$ cat config.mk
export PLATFORM = sky130hd
export DESIGN_NAME = sgrxeb_top
export DESIGN_NICKNAME = d
export VERILOG_FILES = /design/src/sgrxeb_pkg.sv /design/src/sgrxeb_top.sv
export SDC_FILE = /design/constraint.sdc
export NUM_CORES = 1
export LEC_CHECK = 0
export BUFFER_PORTS_ARGS = -buffer_cell sky130_fd_sc_hd__buf_2
export CAP_MARGIN = 20
export CORE_MARGIN = 3
export CORE_UTILIZATION = 46
export CTS_BUF_LIST = sky130_fd_sc_hd__clkbuf_2
export CTS_CLUSTER_SIZE = 30
export DETAILED_ROUTE_END_ITERATION = 6
export SLEW_MARGIN = 20
export SYNTH_ARGS = -nofsm -noshare
export SYNTH_HDL_FRONTEND = slang
export SYNTH_SLANG_ARGS = --single-unit
$ cat constraint.sdc
create_clock -name mclk -period 6.6 [get_ports mclk]
set_clock_uncertainty 0.05 [all_clocks]
set_input_delay 0.99 -clock mclk [delete_from_list [all_inputs] [get_ports mclk]]
set_output_delay 0.99 -clock mclk [all_outputs]
set_load 0.01 [all_outputs]
$ cat src/sgrxeb_pkg.sv
// package for the sgmii receive elastic buffer: symbols, sizes, rates
// assumes an 8b10b-decoded symbol stream and a single 200 MHz system clock
package sgrxeb_pkg;

    // one decoded line symbol: control flag plus byte
    typedef struct packed {
        logic       k;
        logic [7:0] d;
    } sgrxeb_sym_t;

    localparam int SYM_W = 9;

    // buffer sizing: twice the transceiver's own buffer
    localparam int XCVR_BUF_DEPTH = 64;
    localparam int EB_DEPTH       = 2 * XCVR_BUF_DEPTH;
    localparam int EB_AW          = 7;
    localparam int EB_PW          = EB_AW + 1;
    localparam logic [EB_PW-1:0] EB_FULL  = 8'h80;
    localparam logic [EB_PW-1:0] EB_HALF  = 8'h40;

    // clock tolerance budget
    localparam int PPM_TOL_TOTAL        = 200;
    localparam int DRIFT_PERIODS_200PPM = 5000;
    localparam int DRIFT_PERIODS_100PPM = 10000;
    localparam int MAX_FRAME_BYTES      = 1522;
    localparam int REPEAT_100M          = 10;
    localparam int REPEAT_10M           = 100;
    localparam int FRAME_CYCLES_10M     = MAX_FRAME_BYTES * REPEAT_10M;
    localparam int MARGIN_10M =
        (FRAME_CYCLES_10M + DRIFT_PERIODS_200PPM - 1) / DRIFT_PERIODS_200PPM;
    localparam int MARGIN_50PPM = 16;

    // code groups used for framing and clock correction
    localparam logic [7:0] K28_5 = 8'hBC;  // comma, first of idle
    localparam logic [7:0] K27_7 = 8'hFB;  // start of packet
    localparam logic [7:0] K29_7 = 8'hFD;  // end of packet
    localparam logic [7:0] D16_2 = 8'h50;  // idle /I2/ second
    localparam logic [7:0] D5_6  = 8'hC5;  // idle /I1/ second

    // rates; core and transceiver user clocks become enables
    localparam int MCLK_KHZ     = 200000;
    localparam int CORE_KHZ     = 125000;
    localparam int XCVR_USR_KHZ = 62500;
    localparam int ACC_UNIT_KHZ = 25000;
    localparam logic [3:0] ACC_STEP = 4'(CORE_KHZ / ACC_UNIT_KHZ);
    localparam logic [3:0] ACC_MOD  = 4'(MCLK_KHZ / ACC_UNIT_KHZ);

    // output staging fifo
    localparam int OUT_FIFO_DEPTH = 8;

    // buffer choice reset value; replay count loaded on an insertion
    localparam logic USE_LOGIC_BUFFER_RST = 1'b1;
    localparam logic [1:0] REPLAY_SET     = 2'h2;

endpackage

$ cat src/sgrxeb_top.sv
// sgmii receive elastic buffer with staging fifo and clock enables
// assumes link clock and symbols arrive as pins sampled by mclk
`timescale 1ns/1ps

// small staging fifo between elastic buffer and the pcs input
module sgrxeb_fifo #(
    parameter int WIDTH = 9,
    parameter int DEPTH = 8
) (
    input  wire logic             mclk,      // system clock
    input  wire logic             sys_rst,   // async reset, high
    input  wire logic             in_valid,  // write request
    output logic                  in_ready,  // space available
    input  wire logic [WIDTH-1:0] in_data,   // write word
    output logic                  out_valid, // word available
    input  wire logic             out_ready, // drain accepts
    output logic      [WIDTH-1:0] out_data   // head word
);
    localparam int AW = $clog2(DEPTH);
    logic [WIDTH-1:0] mem [DEPTH];
    logic [AW-1:0]    wr_reg;
    logic [AW-1:0]    rd_reg;
    logic [AW:0]      cnt_reg;
    logic             push;
    logic             pop;

    assign in_ready  = (cnt_reg != (AW+1)'(DEPTH));
    assign out_valid = (cnt_reg != '0);
    assign push      = in_valid && in_ready;
    assign pop       = out_valid && out_ready;
    assign out_data  = mem[rd_reg];

    // storage, no reset needed on the data words
    always_ff @(posedge mclk) begin
        if (push) begin
            mem[wr_reg] <= in_data;
        end
    end

    // pointers and fill count
    always_ff @(posedge mclk or posedge sys_rst) begin
        if (sys_rst) begin
            wr_reg  <= '0;
            rd_reg  <= '0;
            cnt_reg <= '0;
        end else begin
            if (push) begin
                wr_reg <= (wr_reg == AW'(DEPTH-1)) ? '0 : wr_reg + 1'b1;
            end
            if (pop) begin
                rd_reg <= (rd_reg == AW'(DEPTH-1)) ? '0 : rd_reg + 1'b1;
            end
            cnt_reg <= cnt_reg + (AW+1)'(push) - (AW+1)'(pop);
        end
    end
endmodule // sgrxeb_fifo

// Operation
// - with the logic buffer chosen, the transceiver buffer is bypassed.
// - one memory array, twice the transceiver buffer's entry count.
// - transceiver buffer is 64 entries, so this one holds 128.
// - in interframe gap, idles deleted to bring occupancy back to half.
// - logic buffer is the default selection.
// - tolerate 200 ppm, one entry drift per 5000 periods.
// - cope with byte repetition of 10 and 100 at lower rates.
// - at 10 Mb/s keep at least 31 entries margin both sides.
// - 1522-byte frames pass without under or overflow at all rates.
// - same oscillator both sides keeps occupancy constant.
// - 50 ppm sources need only 16 entries margin each side.
// - transceiver reference 125 MHz, its output clock 62.5 MHz.
// - first manager output, 125 MHz, clocks core logic and read side.
// - second output, 62.5 MHz, fed back to both transmit user clocks.
// - recovered receive clock times writes into the buffer.
// - buffer sits between transceiver output and pcs core input.
// - reading begins only once the buffer is half full.
// - core side always runs at 125 MHz, rates shown by repetition.
module sgrxeb_top #(
    parameter logic USE_LOGIC_BUFFER = sgrxeb_pkg::USE_LOGIC_BUFFER_RST
) (
    input  wire logic                    mclk,        // 200 MHz clock
    input  wire logic                    sys_rst,     // async reset, high
    input  wire logic                    rx_link_clk, // recovered clock pin
    input  wire sgrxeb_pkg::sgrxeb_sym_t rx_link_sym, // recovered symbol
    output sgrxeb_pkg::sgrxeb_sym_t      pcs_sym,     // symbol to pcs
    output logic                         pcs_valid,   // pcs_sym valid
    input  wire logic                    pcs_ready,   // pcs accepts
    output logic                         core_clock_125, // 125 MHz enable
    output logic                transceiver_user_clock_62p5, // 62.5 enable
    output logic           transceiver_user_tx_clock_second, // same, tx2
    output logic                         xcvr_buffer_bypass, // bypass
    output logic                         eb_overflow,  // write lost
    output logic                         eb_underflow, // read starved
    output logic [sgrxeb_pkg::EB_PW-1:0] eb_occupancy  // read-side fill
);
    localparam int PW = sgrxeb_pkg::EB_PW;
    localparam int AW = sgrxeb_pkg::EB_AW;

    typedef enum logic {SGRXEB_PRIME, SGRXEB_RUN} sgrxeb_state_t;

    function automatic logic [PW-1:0] g2b(input logic [PW-1:0] g);
        logic [PW-1:0] b;
        b = g;
        for (int i = PW - 2; i >= 0; i--) begin
            b[i] = b[i+1] ^ g[i];
        end
        return b;
    endfunction

    // one array sized by the package
    sgrxeb_pkg::sgrxeb_sym_t mem [sgrxeb_pkg::EB_DEPTH];

    logic [3:0]              acc_reg;
    logic                    ce125_reg;
    logic                    ce62_reg;
    logic                    half_reg;
    logic                    bypass_reg;
    logic [2:0]              lclk_sync_reg;
    sgrxeb_pkg::sgrxeb_sym_t sym_s1_reg;
    sgrxeb_pkg::sgrxeb_sym_t sym_s2_reg;
    logic                    link_edge;
    sgrxeb_pkg::sgrxeb_sym_t prev_reg;
    logic                    prev_vld_reg;
    logic                    w_frame_reg;
    logic [PW-1:0]           wr_bin_reg;
    logic [PW-1:0]           wr_gray_reg;
    logic [PW-1:0]           rd_bin_reg;
    logic [PW-1:0]           rd_gray_reg;
    logic [PW-1:0]           rg_s1_reg;
    logic [PW-1:0]           rg_s2_reg;
    logic [PW-1:0]           wg_s1_reg;
    logic [PW-1:0]           wg_s2_reg;
    logic [PW-1:0]           occ_w;
    logic [PW-1:0]           occ_r;
    logic                    del_set;
    logic                    wr_try;
    logic                    wr_en;
    sgrxeb_state_t           state_reg;
    logic [1:0]              replay_reg;
    logic                    r_frame_reg;
    logic                    last_comma_reg;
    logic                    rd_slot;
    logic                    rd_en;
    logic                    push;
    sgrxeb_pkg::sgrxeb_sym_t push_sym;
    logic                    fifo_in_ready;
    logic [sgrxeb_pkg::SYM_W-1:0] fifo_out;

    // fractional divider gives the 125 MHz core enable
    always_ff @(posedge mclk or posedge sys_rst) begin
        if (sys_rst) begin
            acc_reg   <= '0;
            ce125_reg <= 1'b0;
        end else if (acc_reg + sgrxeb_pkg::ACC_STEP
                     >= sgrxeb_pkg::ACC_MOD) begin
            acc_reg   <= acc_reg + sgrxeb_pkg::ACC_STEP - sgrxeb_pkg::ACC_MOD;
            ce125_reg <= 1'b1;
        end else begin
            acc_reg   <= acc_reg + sgrxeb_pkg::ACC_STEP;
            ce125_reg <= 1'b0;
        end
    end

    // every second core enable drives the transceiver user clocks
    always_ff @(posedge mclk or posedge sys_rst) begin
        if (sys_rst) begin
            half_reg <= 1'b0;
            ce62_reg <= 1'b0;
        end else begin
            ce62_reg <= ce125_reg && half_reg;
            if (ce125_reg) begin
                half_reg <= ~half_reg;
            end
        end
    end

    assign core_clock_125                   = ce125_reg;
    assign transceiver_user_clock_62p5      = ce62_reg;
    assign transceiver_user_tx_clock_second = ce62_reg;

    // bypass follows the build choice, default logic buffer
    always_ff @(posedge mclk or posedge sys_rst) begin
        if (sys_rst) begin
            bypass_reg <= sgrxeb_pkg::USE_LOGIC_BUFFER_RST;
        end else begin
            bypass_reg <= USE_LOGIC_BUFFER;
        end
    end
    assign xcvr_buffer_bypass = bypass_reg;

    // link clock and symbols pass two flops, then edge found
    always_ff @(posedge mclk or posedge sys_rst) begin
        if (sys_rst) begin
            lclk_sync_reg <= '0;
            sym_s1_reg    <= '0;
            sym_s2_reg    <= '0;
        end else begin
            lclk_sync_reg <= {lclk_sync_reg[1:0], rx_link_clk};
            sym_s1_reg    <= rx_link_sym;
            sym_s2_reg    <= sym_s1_reg;
        end
    end
    assign link_edge = lclk_sync_reg[1] && !lclk_sync_reg[2];

    // gray pointers, each crossing through two flops
    always_ff @(posedge mclk or posedge sys_rst) begin
        if (sys_rst) begin
            rg_s1_reg <= '0;
            rg_s2_reg <= '0;
            wg_s1_reg <= '0;
            wg_s2_reg <= '0;
        end else begin
            rg_s1_reg <= rd_gray_reg;
            rg_s2_reg <= rg_s1_reg;
            wg_s1_reg <= wr_gray_reg;
            wg_s2_reg <= wg_s1_reg;
        end
    end
    assign occ_w = wr_bin_reg - g2b(rg_s2_reg);
    assign occ_r = g2b(wg_s2_reg) - rd_bin_reg;

    // drop a comma plus idle second pair only outside frames
    assign del_set = link_edge && prev_vld_reg && !w_frame_reg
                     && prev_reg.k && (prev_reg.d == sgrxeb_pkg::K28_5)
                     && !sym_s2_reg.k
                     && ((sym_s2_reg.d == sgrxeb_pkg::D16_2)
                         || (sym_s2_reg.d == sgrxeb_pkg::D5_6))
                     && (occ_w > sgrxeb_pkg::EB_HALF);
    assign wr_try  = link_edge && prev_vld_reg && !del_set;
    // never write into a full buffer
    assign wr_en   = wr_try && (occ_w != sgrxeb_pkg::EB_FULL);

    // one-symbol delay line lets a whole idle pair be judged at once
    always_ff @(posedge mclk or posedge sys_rst) begin
        if (sys_rst) begin
            prev_reg     <= '0;
            prev_vld_reg <= 1'b0;
            w_frame_reg  <= 1'b0;
        end else if (link_edge) begin
            prev_reg     <= sym_s2_reg;
            prev_vld_reg <= !del_set;
            if (sym_s2_reg.k && sym_s2_reg.d == sgrxeb_pkg::K27_7) begin
                w_frame_reg <= 1'b1;
            end else if (sym_s2_reg.k
                         && sym_s2_reg.d == sgrxeb_pkg::K29_7) begin
                w_frame_reg <= 1'b0;
            end
        end
    end

    // repeated bytes are plain symbols, any frame length
    // write side, timed by recovered clock edges
    always_ff @(posedge mclk or posedge sys_rst) begin
        if (sys_rst) begin
            wr_bin_reg  <= '0;
            wr_gray_reg <= '0;
        end else if (wr_en) begin
            wr_bin_reg  <= wr_bin_reg + 1'b1;
            wr_gray_reg <= (wr_bin_reg + 1'b1) ^ ((wr_bin_reg + 1'b1) >> 1);
        end
    end

    always_ff @(posedge mclk) begin
        if (wr_en) begin
            mem[wr_bin_reg[AW-1:0]] <= prev_reg;
        end
    end

    // overflow pulse when a symbol finds the buffer full
    always_ff @(posedge mclk or posedge sys_rst) begin
        if (sys_rst) begin
            eb_overflow <= 1'b0;
        end else begin
            eb_overflow <= wr_try && (occ_w == sgrxeb_pkg::EB_FULL);
        end
    end

    // reads at the 125 MHz rate, stalled by the staging fifo
    assign rd_slot = ce125_reg && fifo_in_ready && state_reg == SGRXEB_RUN;
    assign rd_en   = rd_slot && replay_reg == '0 && occ_r != '0;
    assign push    = rd_slot && (replay_reg != '0 || occ_r != '0);
    always_comb begin
        push_sym = mem[rd_bin_reg[AW-1:0]];
        if (replay_reg == sgrxeb_pkg::REPLAY_SET) begin
            push_sym = '{k: 1'b1, d: sgrxeb_pkg::K28_5};
        end else if (replay_reg != '0) begin
            push_sym = '{k: 1'b0, d: sgrxeb_pkg::D16_2};
        end
    end

    // hold reads until half full; restart priming after underflow
    always_ff @(posedge mclk or posedge sys_rst) begin
        if (sys_rst) begin
            state_reg <= SGRXEB_PRIME;
        end else begin
            unique case (state_reg)
                SGRXEB_PRIME: begin
                    if (occ_r >= sgrxeb_pkg::EB_HALF) begin
                        state_reg <= SGRXEB_RUN;
                    end
                end
                SGRXEB_RUN: begin
                    if (rd_slot && replay_reg == '0 && occ_r == '0) begin
                        state_reg <= SGRXEB_PRIME;
                    end
                end
            endcase
        end
    end

    // underflow pulse rather than re-sending stale entries
    always_ff @(posedge mclk or posedge sys_rst) begin
        if (sys_rst) begin
            eb_underflow <= 1'b0;
        end else begin
            eb_underflow <= rd_slot && replay_reg == '0 && occ_r == '0;
        end
    end

    // read pointer; gray copy goes to the write side
    always_ff @(posedge mclk or posedge sys_rst) begin
        if (sys_rst) begin
            rd_bin_reg  <= '0;
            rd_gray_reg <= '0;
        end else if (rd_en) begin
            rd_bin_reg  <= rd_bin_reg + 1'b1;
            rd_gray_reg <= (rd_bin_reg + 1'b1) ^ ((rd_bin_reg + 1'b1) >> 1);
        end
    end

    // below half, repeat one idle pair in the gap so a slow
    // writer is recovered; at equal rates nothing is added or dropped
    always_ff @(posedge mclk or posedge sys_rst) begin
        if (sys_rst) begin
            replay_reg     <= '0;
            r_frame_reg    <= 1'b0;
            last_comma_reg <= 1'b0;
        end else if (push) begin
            if (replay_reg != '0) begin
                replay_reg <= replay_reg - 1'b1;
            end else if (last_comma_reg && !r_frame_reg && !push_sym.k
                         && push_sym.d == sgrxeb_pkg::D16_2
                         && occ_r < sgrxeb_pkg::EB_HALF) begin
                replay_reg <= sgrxeb_pkg::REPLAY_SET;
            end
            last_comma_reg <= push_sym.k && push_sym.d == sgrxeb_pkg::K28_5;
            if (push_sym.k && push_sym.d == sgrxeb_pkg::K27_7) begin
                r_frame_reg <= 1'b1;
            end else if (push_sym.k && push_sym.d == sgrxeb_pkg::K29_7) begin
                r_frame_reg <= 1'b0;
            end
        end
    end

    // occupancy seen by the core side
    always_ff @(posedge mclk or posedge sys_rst) begin
        if (sys_rst) begin
            eb_occupancy <= '0;
        end else begin
            eb_occupancy <= occ_r;
        end
    end

    // staging fifo feeds the pcs input; its ready stalls reads
    sgrxeb_fifo #(
        .WIDTH (sgrxeb_pkg::SYM_W),
        .DEPTH (sgrxeb_pkg::OUT_FIFO_DEPTH)
    ) u_fifo (
        .mclk      (mclk),
        .sys_rst   (sys_rst),
        .in_valid  (push),
        .in_ready  (fifo_in_ready),
        .in_data   (push_sym),
        .out_valid (pcs_valid),
        .out_ready (pcs_ready),
        .out_data  (fifo_out)
    );
    assign pcs_sym = fifo_out;
endmodule // sgrxeb_top

# Yosys cells after proc, flatten, opt, wreduce, memory -nomap -nowiden
# Memory sizes are Yosys's and may differ from the RTL's.
# Cells that the tools add are included.
# W data, S select, Z words.
dict set report totals {
  reg_bits 128
  ramBits 1224
  in_bits 13
  out_inout_bits 24
  word_cells 148
  n_memories 2
}
dict set report classes {
  add_sub_neg 11
  n_lt_le_gt_ge 4
  n_eq_ne 15
  muxes 19
  bitwise 18
  reduce_logical 48
}
# memory words word_bits read_ports rd_ports_with_merged_regs wr line
set mem_list {}
lappend mem_list {mem 128 9 1 0 1 sgrxeb_top.sv:110} ;# sgrxeb_pkg::sgrxeb_sym_t mem [sgrxeb_pkg::EB_DEPTH];
lappend mem_list {u_fifo.mem 8 9 1 0 1 sgrxeb_top.sv:20} ;# logic [WIDTH-1:0] mem [DEPTH];
# op count
set op_table {}
lappend op_table {{$eq A8 B8 Y1 const B} 8}
lappend op_table {{$logic_and A1 B1 Y1} 29}
lappend op_table {{$mux W9} 2}
lappend op_table {{$add A8 B1 Y8 const B} 2}
lappend op_table {{$eq A8 B7 Y1 const B} 2}
lappend op_table {{$sub A8 B8 Y8} 2}
lappend op_table {{$xor A8 B7 Y8} 2}
lappend op_table {{$xor A1 B1 Y1} 14}
lappend op_table {{$mux W1} 11}
lappend op_table {{$ge A8 B7 Y1 const B} 1}
lappend op_table {{$gt A8 B7 Y1 const B} 1}
lappend op_table {{$logic_not A8 Y1} 1}
lappend op_table {{$lt A8 B7 Y1 const B} 1}
lappend op_table {{$ne A8 B8 Y1 const B} 1}
lappend op_table {{$reduce_bool A2 Y1} 4}
lappend op_table {{$reduce_bool A8 Y1} 1}
lappend op_table {{$add A3 B1 Y3 const B} 2}
lappend op_table {{$eq A3 B3 Y1 const B} 2}
lappend op_table {{$logic_not A1 Y1} 6}
lappend op_table {{$mux W3} 2}
lappend op_table {{$reduce_and A2 Y1} 3}
lappend op_table {{$add A4 B1 Y4} 1}
lappend op_table {{$add A4 B3 Y4 const B} 1}
lappend op_table {{$ge A4 B4 Y1 const B} 1}
lappend op_table {{other kinds (12)} 15}

# Logic depth before layout (Yosys ltp)
dict set report depth {
  ltp_word 15
  mapped_depth 21
  depth_no_buf 21
}

# Modules after synthesis
# A second synthesis with hierarchy kept.
dict set report unflattened {
  hier_cells 2843
  hier_area_um2 53570.1
}
# mod instances cells_each area_each_um2 seq_area_each_um2
set modules_own_cells {}
lappend modules_own_cells {sgrxeb_top 1 2680 50174.4 37496.0}
lappend modules_own_cells {sgrxeb_fifo 1 163 3395.8 2412.3}

# Least setup slack after synthesis
# Ideal clock, no wire load.
dict set report synth_path {
  path_kind {register -> register}
  startpoint {register rg_s2_reg[7]}
  endpoint {memory mem[105][0] (netlist bit), enable pin}
  setup_ps 387
  t_arrival_ps 4906
  required_time_ps 6163
  setup_slack_ps 1258
  path_stages_with_launch 21
  n_path_buf 2
  synth_period_minus_slack_ps 5342
  cell_sequence {dfrtp_1 > xnor2_1 > xor2_1 > xor2_1 > xor2_1 > xor2_1 > xor2_1 > xnor2_1 > ha_1 > fa_1 > nor2b_1 > o21ai_0 > a21boi_0 > o21ai_0 > a21o_1 > and3_1 > a22oi_1 > nand4_1 > clkbuf_1 > clkbuf_1 > nor3_1}
}
dict set report synth_via {
  elab_chain_len 15
  elab_cells_between_ends 16
}
# element line
set synth_rtl {}
lappend synth_rtl {{start: declaration} sgrxeb_top.sv:129} ;# logic [PW-1:0] rg_s2_reg;
lappend synth_rtl {{start signal: assignment} sgrxeb_top.sv:213} ;# rg_s2_reg <= rg_s1_reg;
lappend synth_rtl {{$xor A1 B1 Y1 (7 in a row)} sgrxeb_top.sv:104} ;# b[i] = b[i+1] ^ g[i];
lappend synth_rtl {{$sub A8 B8 Y8 *} sgrxeb_top.sv:218} ;# assign occ_w = wr_bin_reg - g2b(rg_s2_reg);
lappend synth_rtl {{$gt A8 B7 Y1} sgrxeb_top.sv:227} ;# && (occ_w > sgrxeb_pkg::EB_HALF);
lappend synth_rtl {{$logic_and A1 B1 Y1} sgrxeb_top.sv:227}
lappend synth_rtl {{$logic_not A1 Y1} sgrxeb_top.sv:228} ;# assign wr_try = link_edge && prev_vld_reg && !del_set;
lappend synth_rtl {{$logic_and A1 B1 Y1} sgrxeb_top.sv:228}
lappend synth_rtl {{$logic_and A1 B1 Y1 *} sgrxeb_top.sv:230} ;# assign wr_en = wr_try && (occ_w != sgrxeb_pkg::EB_FULL);
lappend synth_rtl {{$mux W1 *} sgrxeb_top.sv:263} ;# if (wr_en) begin
lappend synth_rtl {{$mux W1 (implied by the code) *} sgrxeb_top.sv:264} ;# mem[wr_bin_reg[AW-1:0]] <= prev_reg;
lappend synth_rtl {{end: declaration} sgrxeb_top.sv:110}
# Every way passes the cells marked *; elsewhere a longest branch is shown, timed or not.

# Final worst setup path
dict set report layout_path {
  startpoint {register rg_s2_reg[7]}
  endpoint {memory mem[87][8] (netlist bit), enable pin}
}
# Same word-level chain as after synthesis.

==> run_results.csv <==
group,metric,value,unit
status,run_status,"complete, no violations",
clocking,clk_root_buffer_cell,"sky130_fd_sc_hd__clkbuf_2",
timing,rsz0062_at_grt,"no",
synth,synth-simple-area-share,0.0394,
timing,setup_tns,0,ps
clocking,clkLatencyLatePin,1540,ps
timing,max_freq,0.164,GHz
synth,multiplexer_fraction_of_the_synthesized_cell_area,0.137,
synth,total_of_warnings_raised_by_yosys,0,
layout,multi_input_area,12400,sq um
worst_hold_path,worst_hold_startpoint,"rx_link_sym[6]",
layout,regMostFlops,"mem",
clocking,cts_sinks,1350,
synth,synth_xor_area_frac,0.0110,
setup_path,critPathRequiredTime,7620,ps
setup_path,crit_path_end_kind,"flop",
synth,prevailing_post_synth_register_cell,"sky130_fd_sc_hd__edfxtp_1",
layout,fill_cells,9247,
floorplanning,floorplan.core_area,115000,sq um
layout,flip_flop_count_of_the_largest_register_all_copies_and_words_added,1152,
synth,synth.yosys.seq_area_share,0.751,
layout,reg_top3,"mem x1152, u_fifo.mem x72",
grt,grt_pass1_wl,205,mm
synth,yosys.area_share.adder,0.00819,
place,globalplace.congestion,0.876,
synth,syn_nets,2808,
floorplanning,chipWidth,346,um
grt,antenna_found_initial,4,
grt,number_of_global_route_vias_before_repair,30364,
clocking,clkSlewWorstSetupHoldPaths,100,ps
drt,post_drt_wl_per_cell,28.1,um
floorplanning,dieHeight,346,um
worst_hold_path,holdCritPathClass,"in -> reg",
grt,globalRoute.totalOverflow,0,
layout,number_of_non_filler_instances_in_the_completed_layout,4982,
drt,finalWirelength,140,mm
drt,first_iter_violations,3250,
floorplanning,top_level_ports,37,
grt,grt_use_total,0.235,
power,power.density,413,nW/um^2
setup_path,cp_startpoint_kind,"flop",
timing,timing.final.hold_violations,0,
synth,synth_area_per_cell,19.2,sq um
clocking,cts_resized,0,
drt,antenna_left,0,
timing,tightest_slew,1160,ps
synth,postSynthCellCount,2762,
synth,synth_async_sr_flop_share,0.0933,
power,static-leakage-power,20.5,nW
setup_path,crit_path_start,"rg_s2_reg[7]$_DFF_PP0_",
synth,combinational_family_with_the_most_area_after_synthesis,"multiplexers",
place,dpl.hpwl,83.9,mm
timing,worst_slew_margin_rel,0.227,
clocking,tritoncts,"done",
setup_path,timing.critical_path.fanout_max,16,
synth,synth-compound-area-share,0.0363,
setup_path,r2r_startpoint,"rg_s2_reg[7]$_DFF_PP0_",
synth,yosysUniqueCellTypes,78,
layout,synthToLayoutAreaGrowth,12.0,%
timing,finalSetupViolCount,0,
layout,drive_above_1_share,0.314,
setup_path,worst-setup-path-type,"reg -> reg",
clocking,clock_path_buffers,4,
layout,layout_commonest_cell,"sky130_fd_sc_hd__edfxtp_1",
place,post-place-cells,4358,
grt,maximum_number_of_pins_on_one_net_before_global_route_repair,134,
timing,fin_crit,6110,ps
synth,yosys_register_bits,1350,
floorplanning,dieArea,120000,sq um
floorplanning,placement_rows,124,
drt,routed-via-count,29377,
run,max-cap-violations,0,
setup_path,arrival,7130,ps
place,port_buffers,35,
floorplanning,start_util,0.464,
drt,drt_pass1_iterations,7,
layout,mostFrequentLayoutCells,"sky130_fd_sc_hd__edfxtp_1 (1,224), sky130_fd_sc_hd__clkbuf_2 (485), sky130_fd_sc_hd__mux4_2 (251), sky130_fd_sc_hd__buf_4 (201), sky130_fd_sc_hd__nor3_1 (137)",
synth,synth_edf_count,1224,
clocking,cts_inserted_buffers,350,
timing,maxSlewViolCount,0,
layout,seqCellArea,40000,sq um
clocking,htreeDepth,5,
drt,drt-vias-per-instance,5.90,
clocking,post-cts-setup-buffers,0,
drt,drc_errors,0,
power,power.ir.vdd_worst,0.000229,V
synth,post_synth_instance_area,53200,sq um
timing,post_route_clock_period_utilization,0.926,
layout,finish.net_count,3266,
-- cells in the mapped netlist (all sizes together) (9+ instances only) --
master	n	share of area
nor2b	13	0.0015
nor2	66	0.0047
xor2	28	0.0046
o221ai	29	0.0048
mux2i	129	0.024
o21ai	33	0.0031
nand4	9	0.0011
mux4	251	0.11
a22o	14	0.0023
clkbuf	83	0.0059
nand2	111	0.0078
dfrtp	126	0.059
mux2	28	0.0059
ha	30	0.0071
nand3	26	0.0024
or3	11	0.0013
a211oi	22	0.0032
nor3	138	0.013
buf	77	0.0087
edfxtp	1224	0.69
inv	41	0.0029
a21oi	38	0.0036
o22ai	26	0.0031
a22oi	30	0.0042
xnor2	39	0.0064
-- final timing paths --
check | to | slack [ps] | cells after the start
max in group asynchronous | rd_bin_reg[0]$_DFFE_PP0P_ | 4530 | 5
min in group asynchronous | wr_bin_reg[6]$_DFFE_PP0P_ | 690 | 4
setup reg to reg | mem[87][8]$_DFFE_PP_ | 490 | 19
setup / recovery | mem[87][8]$_DFFE_PP_ | 490 | 19
hold / removal | sym_s1_reg[6]$_DFF_PP0_ | 210 | 2
hold reg to reg | wg_s2_reg[2]$_DFF_PP0_ | 270 | 0
-- worst max-delay path, stage by stage (launching register included) --
cell and delay [ps]:
sky130_fd_sc_hd__dfrtp_1 410, sky130_fd_sc_hd__xnor2_1 250, sky130_fd_sc_hd__xor2_1 240, sky130_fd_sc_hd__xor2_1 240, sky130_fd_sc_hd__xor2_1 250, sky130_fd_sc_hd__xor2_1 270, sky130_fd_sc_hd__xor2_1 300, sky130_fd_sc_hd__xnor2_1 110
sky130_fd_sc_hd__ha_1 220, sky130_fd_sc_hd__fa_1 440, sky130_fd_sc_hd__nor2b_1 130, sky130_fd_sc_hd__o21ai_0 100, sky130_fd_sc_hd__a21boi_0 300, sky130_fd_sc_hd__o21ai_0 160, sky130_fd_sc_hd__a21o_1 200, sky130_fd_sc_hd__and3_1 160
sky130_fd_sc_hd__a22oi_1 190, sky130_fd_sc_hd__nand4_1 190, sky130_fd_sc_hd__or2_2 690, sky130_fd_sc_hd__nor2_1 770
-- where the power goes --
group	internal, mW	switching, mW
Combinational	3.23	5.15
Clock	2.26	3.30
Sequential	10.1	0.599
-- metrics by stage --
step                      cell area (sq um)  power, mW  setup WS [ps]  hold slack [ps]  utilization
final                                 59500       24.6            490              206        0.520
after global routing                  59500       25.8           18.1             82.0        0.520
after CTS                             59500       24.8            531             1.24        0.520
after detailed placement              56200       19.2            596              286        0.491
after global placement                56200       19.1            750              282        0.491
after floorplan                       53200       16.0           1260              281            -
-- timing repair --
item | in CTS | in global routing
hold buffers | 22 | 0
setup endpoints to repair | 0 | 0
hold endpoints to repair | 80 | 0
-- area by class of cell --
class / instances / share of cell area
Multi-Input combinational cell: 1209 / 0.208
Tap cell: 1512 / 0.0318
Clock buffer: 485 / 0.0408
Clock inverter: 115 / 0.0111
Antenna cell: 2 / 0.0000841
Timing Repair Buffer: 266 / 0.0347
Inverter: 43 / 0.00280
Sequential cell: 1350 / 0.671
-- cell families after synthesis --
| logic type | count (synthesis) |
|---|---|
| AOI/OAI and AO/OA | 268 |
| xor gates and xnor gates | 67 |
| adders and majority gates | 33 |
| buffers and inverters | 203 |
| DFF | 1350 |
| muxes | 408 |
| other | 2 |
| and+or+nand+nor | 431 |
-- per-layer routing --
metal / global-route usage / vias to the layer above / routed length [um]
met4: 0.0996 / 4 / 5330
met5: 0 / - / 188
met3: 0.0559 / 297 / 12600
li1: - / 12367 / -
met2: 0.363 / 1523 / 65900
met1: 0.324 / 15186 / 55900
No activity file was read; power rests on OpenSTA's default activity.
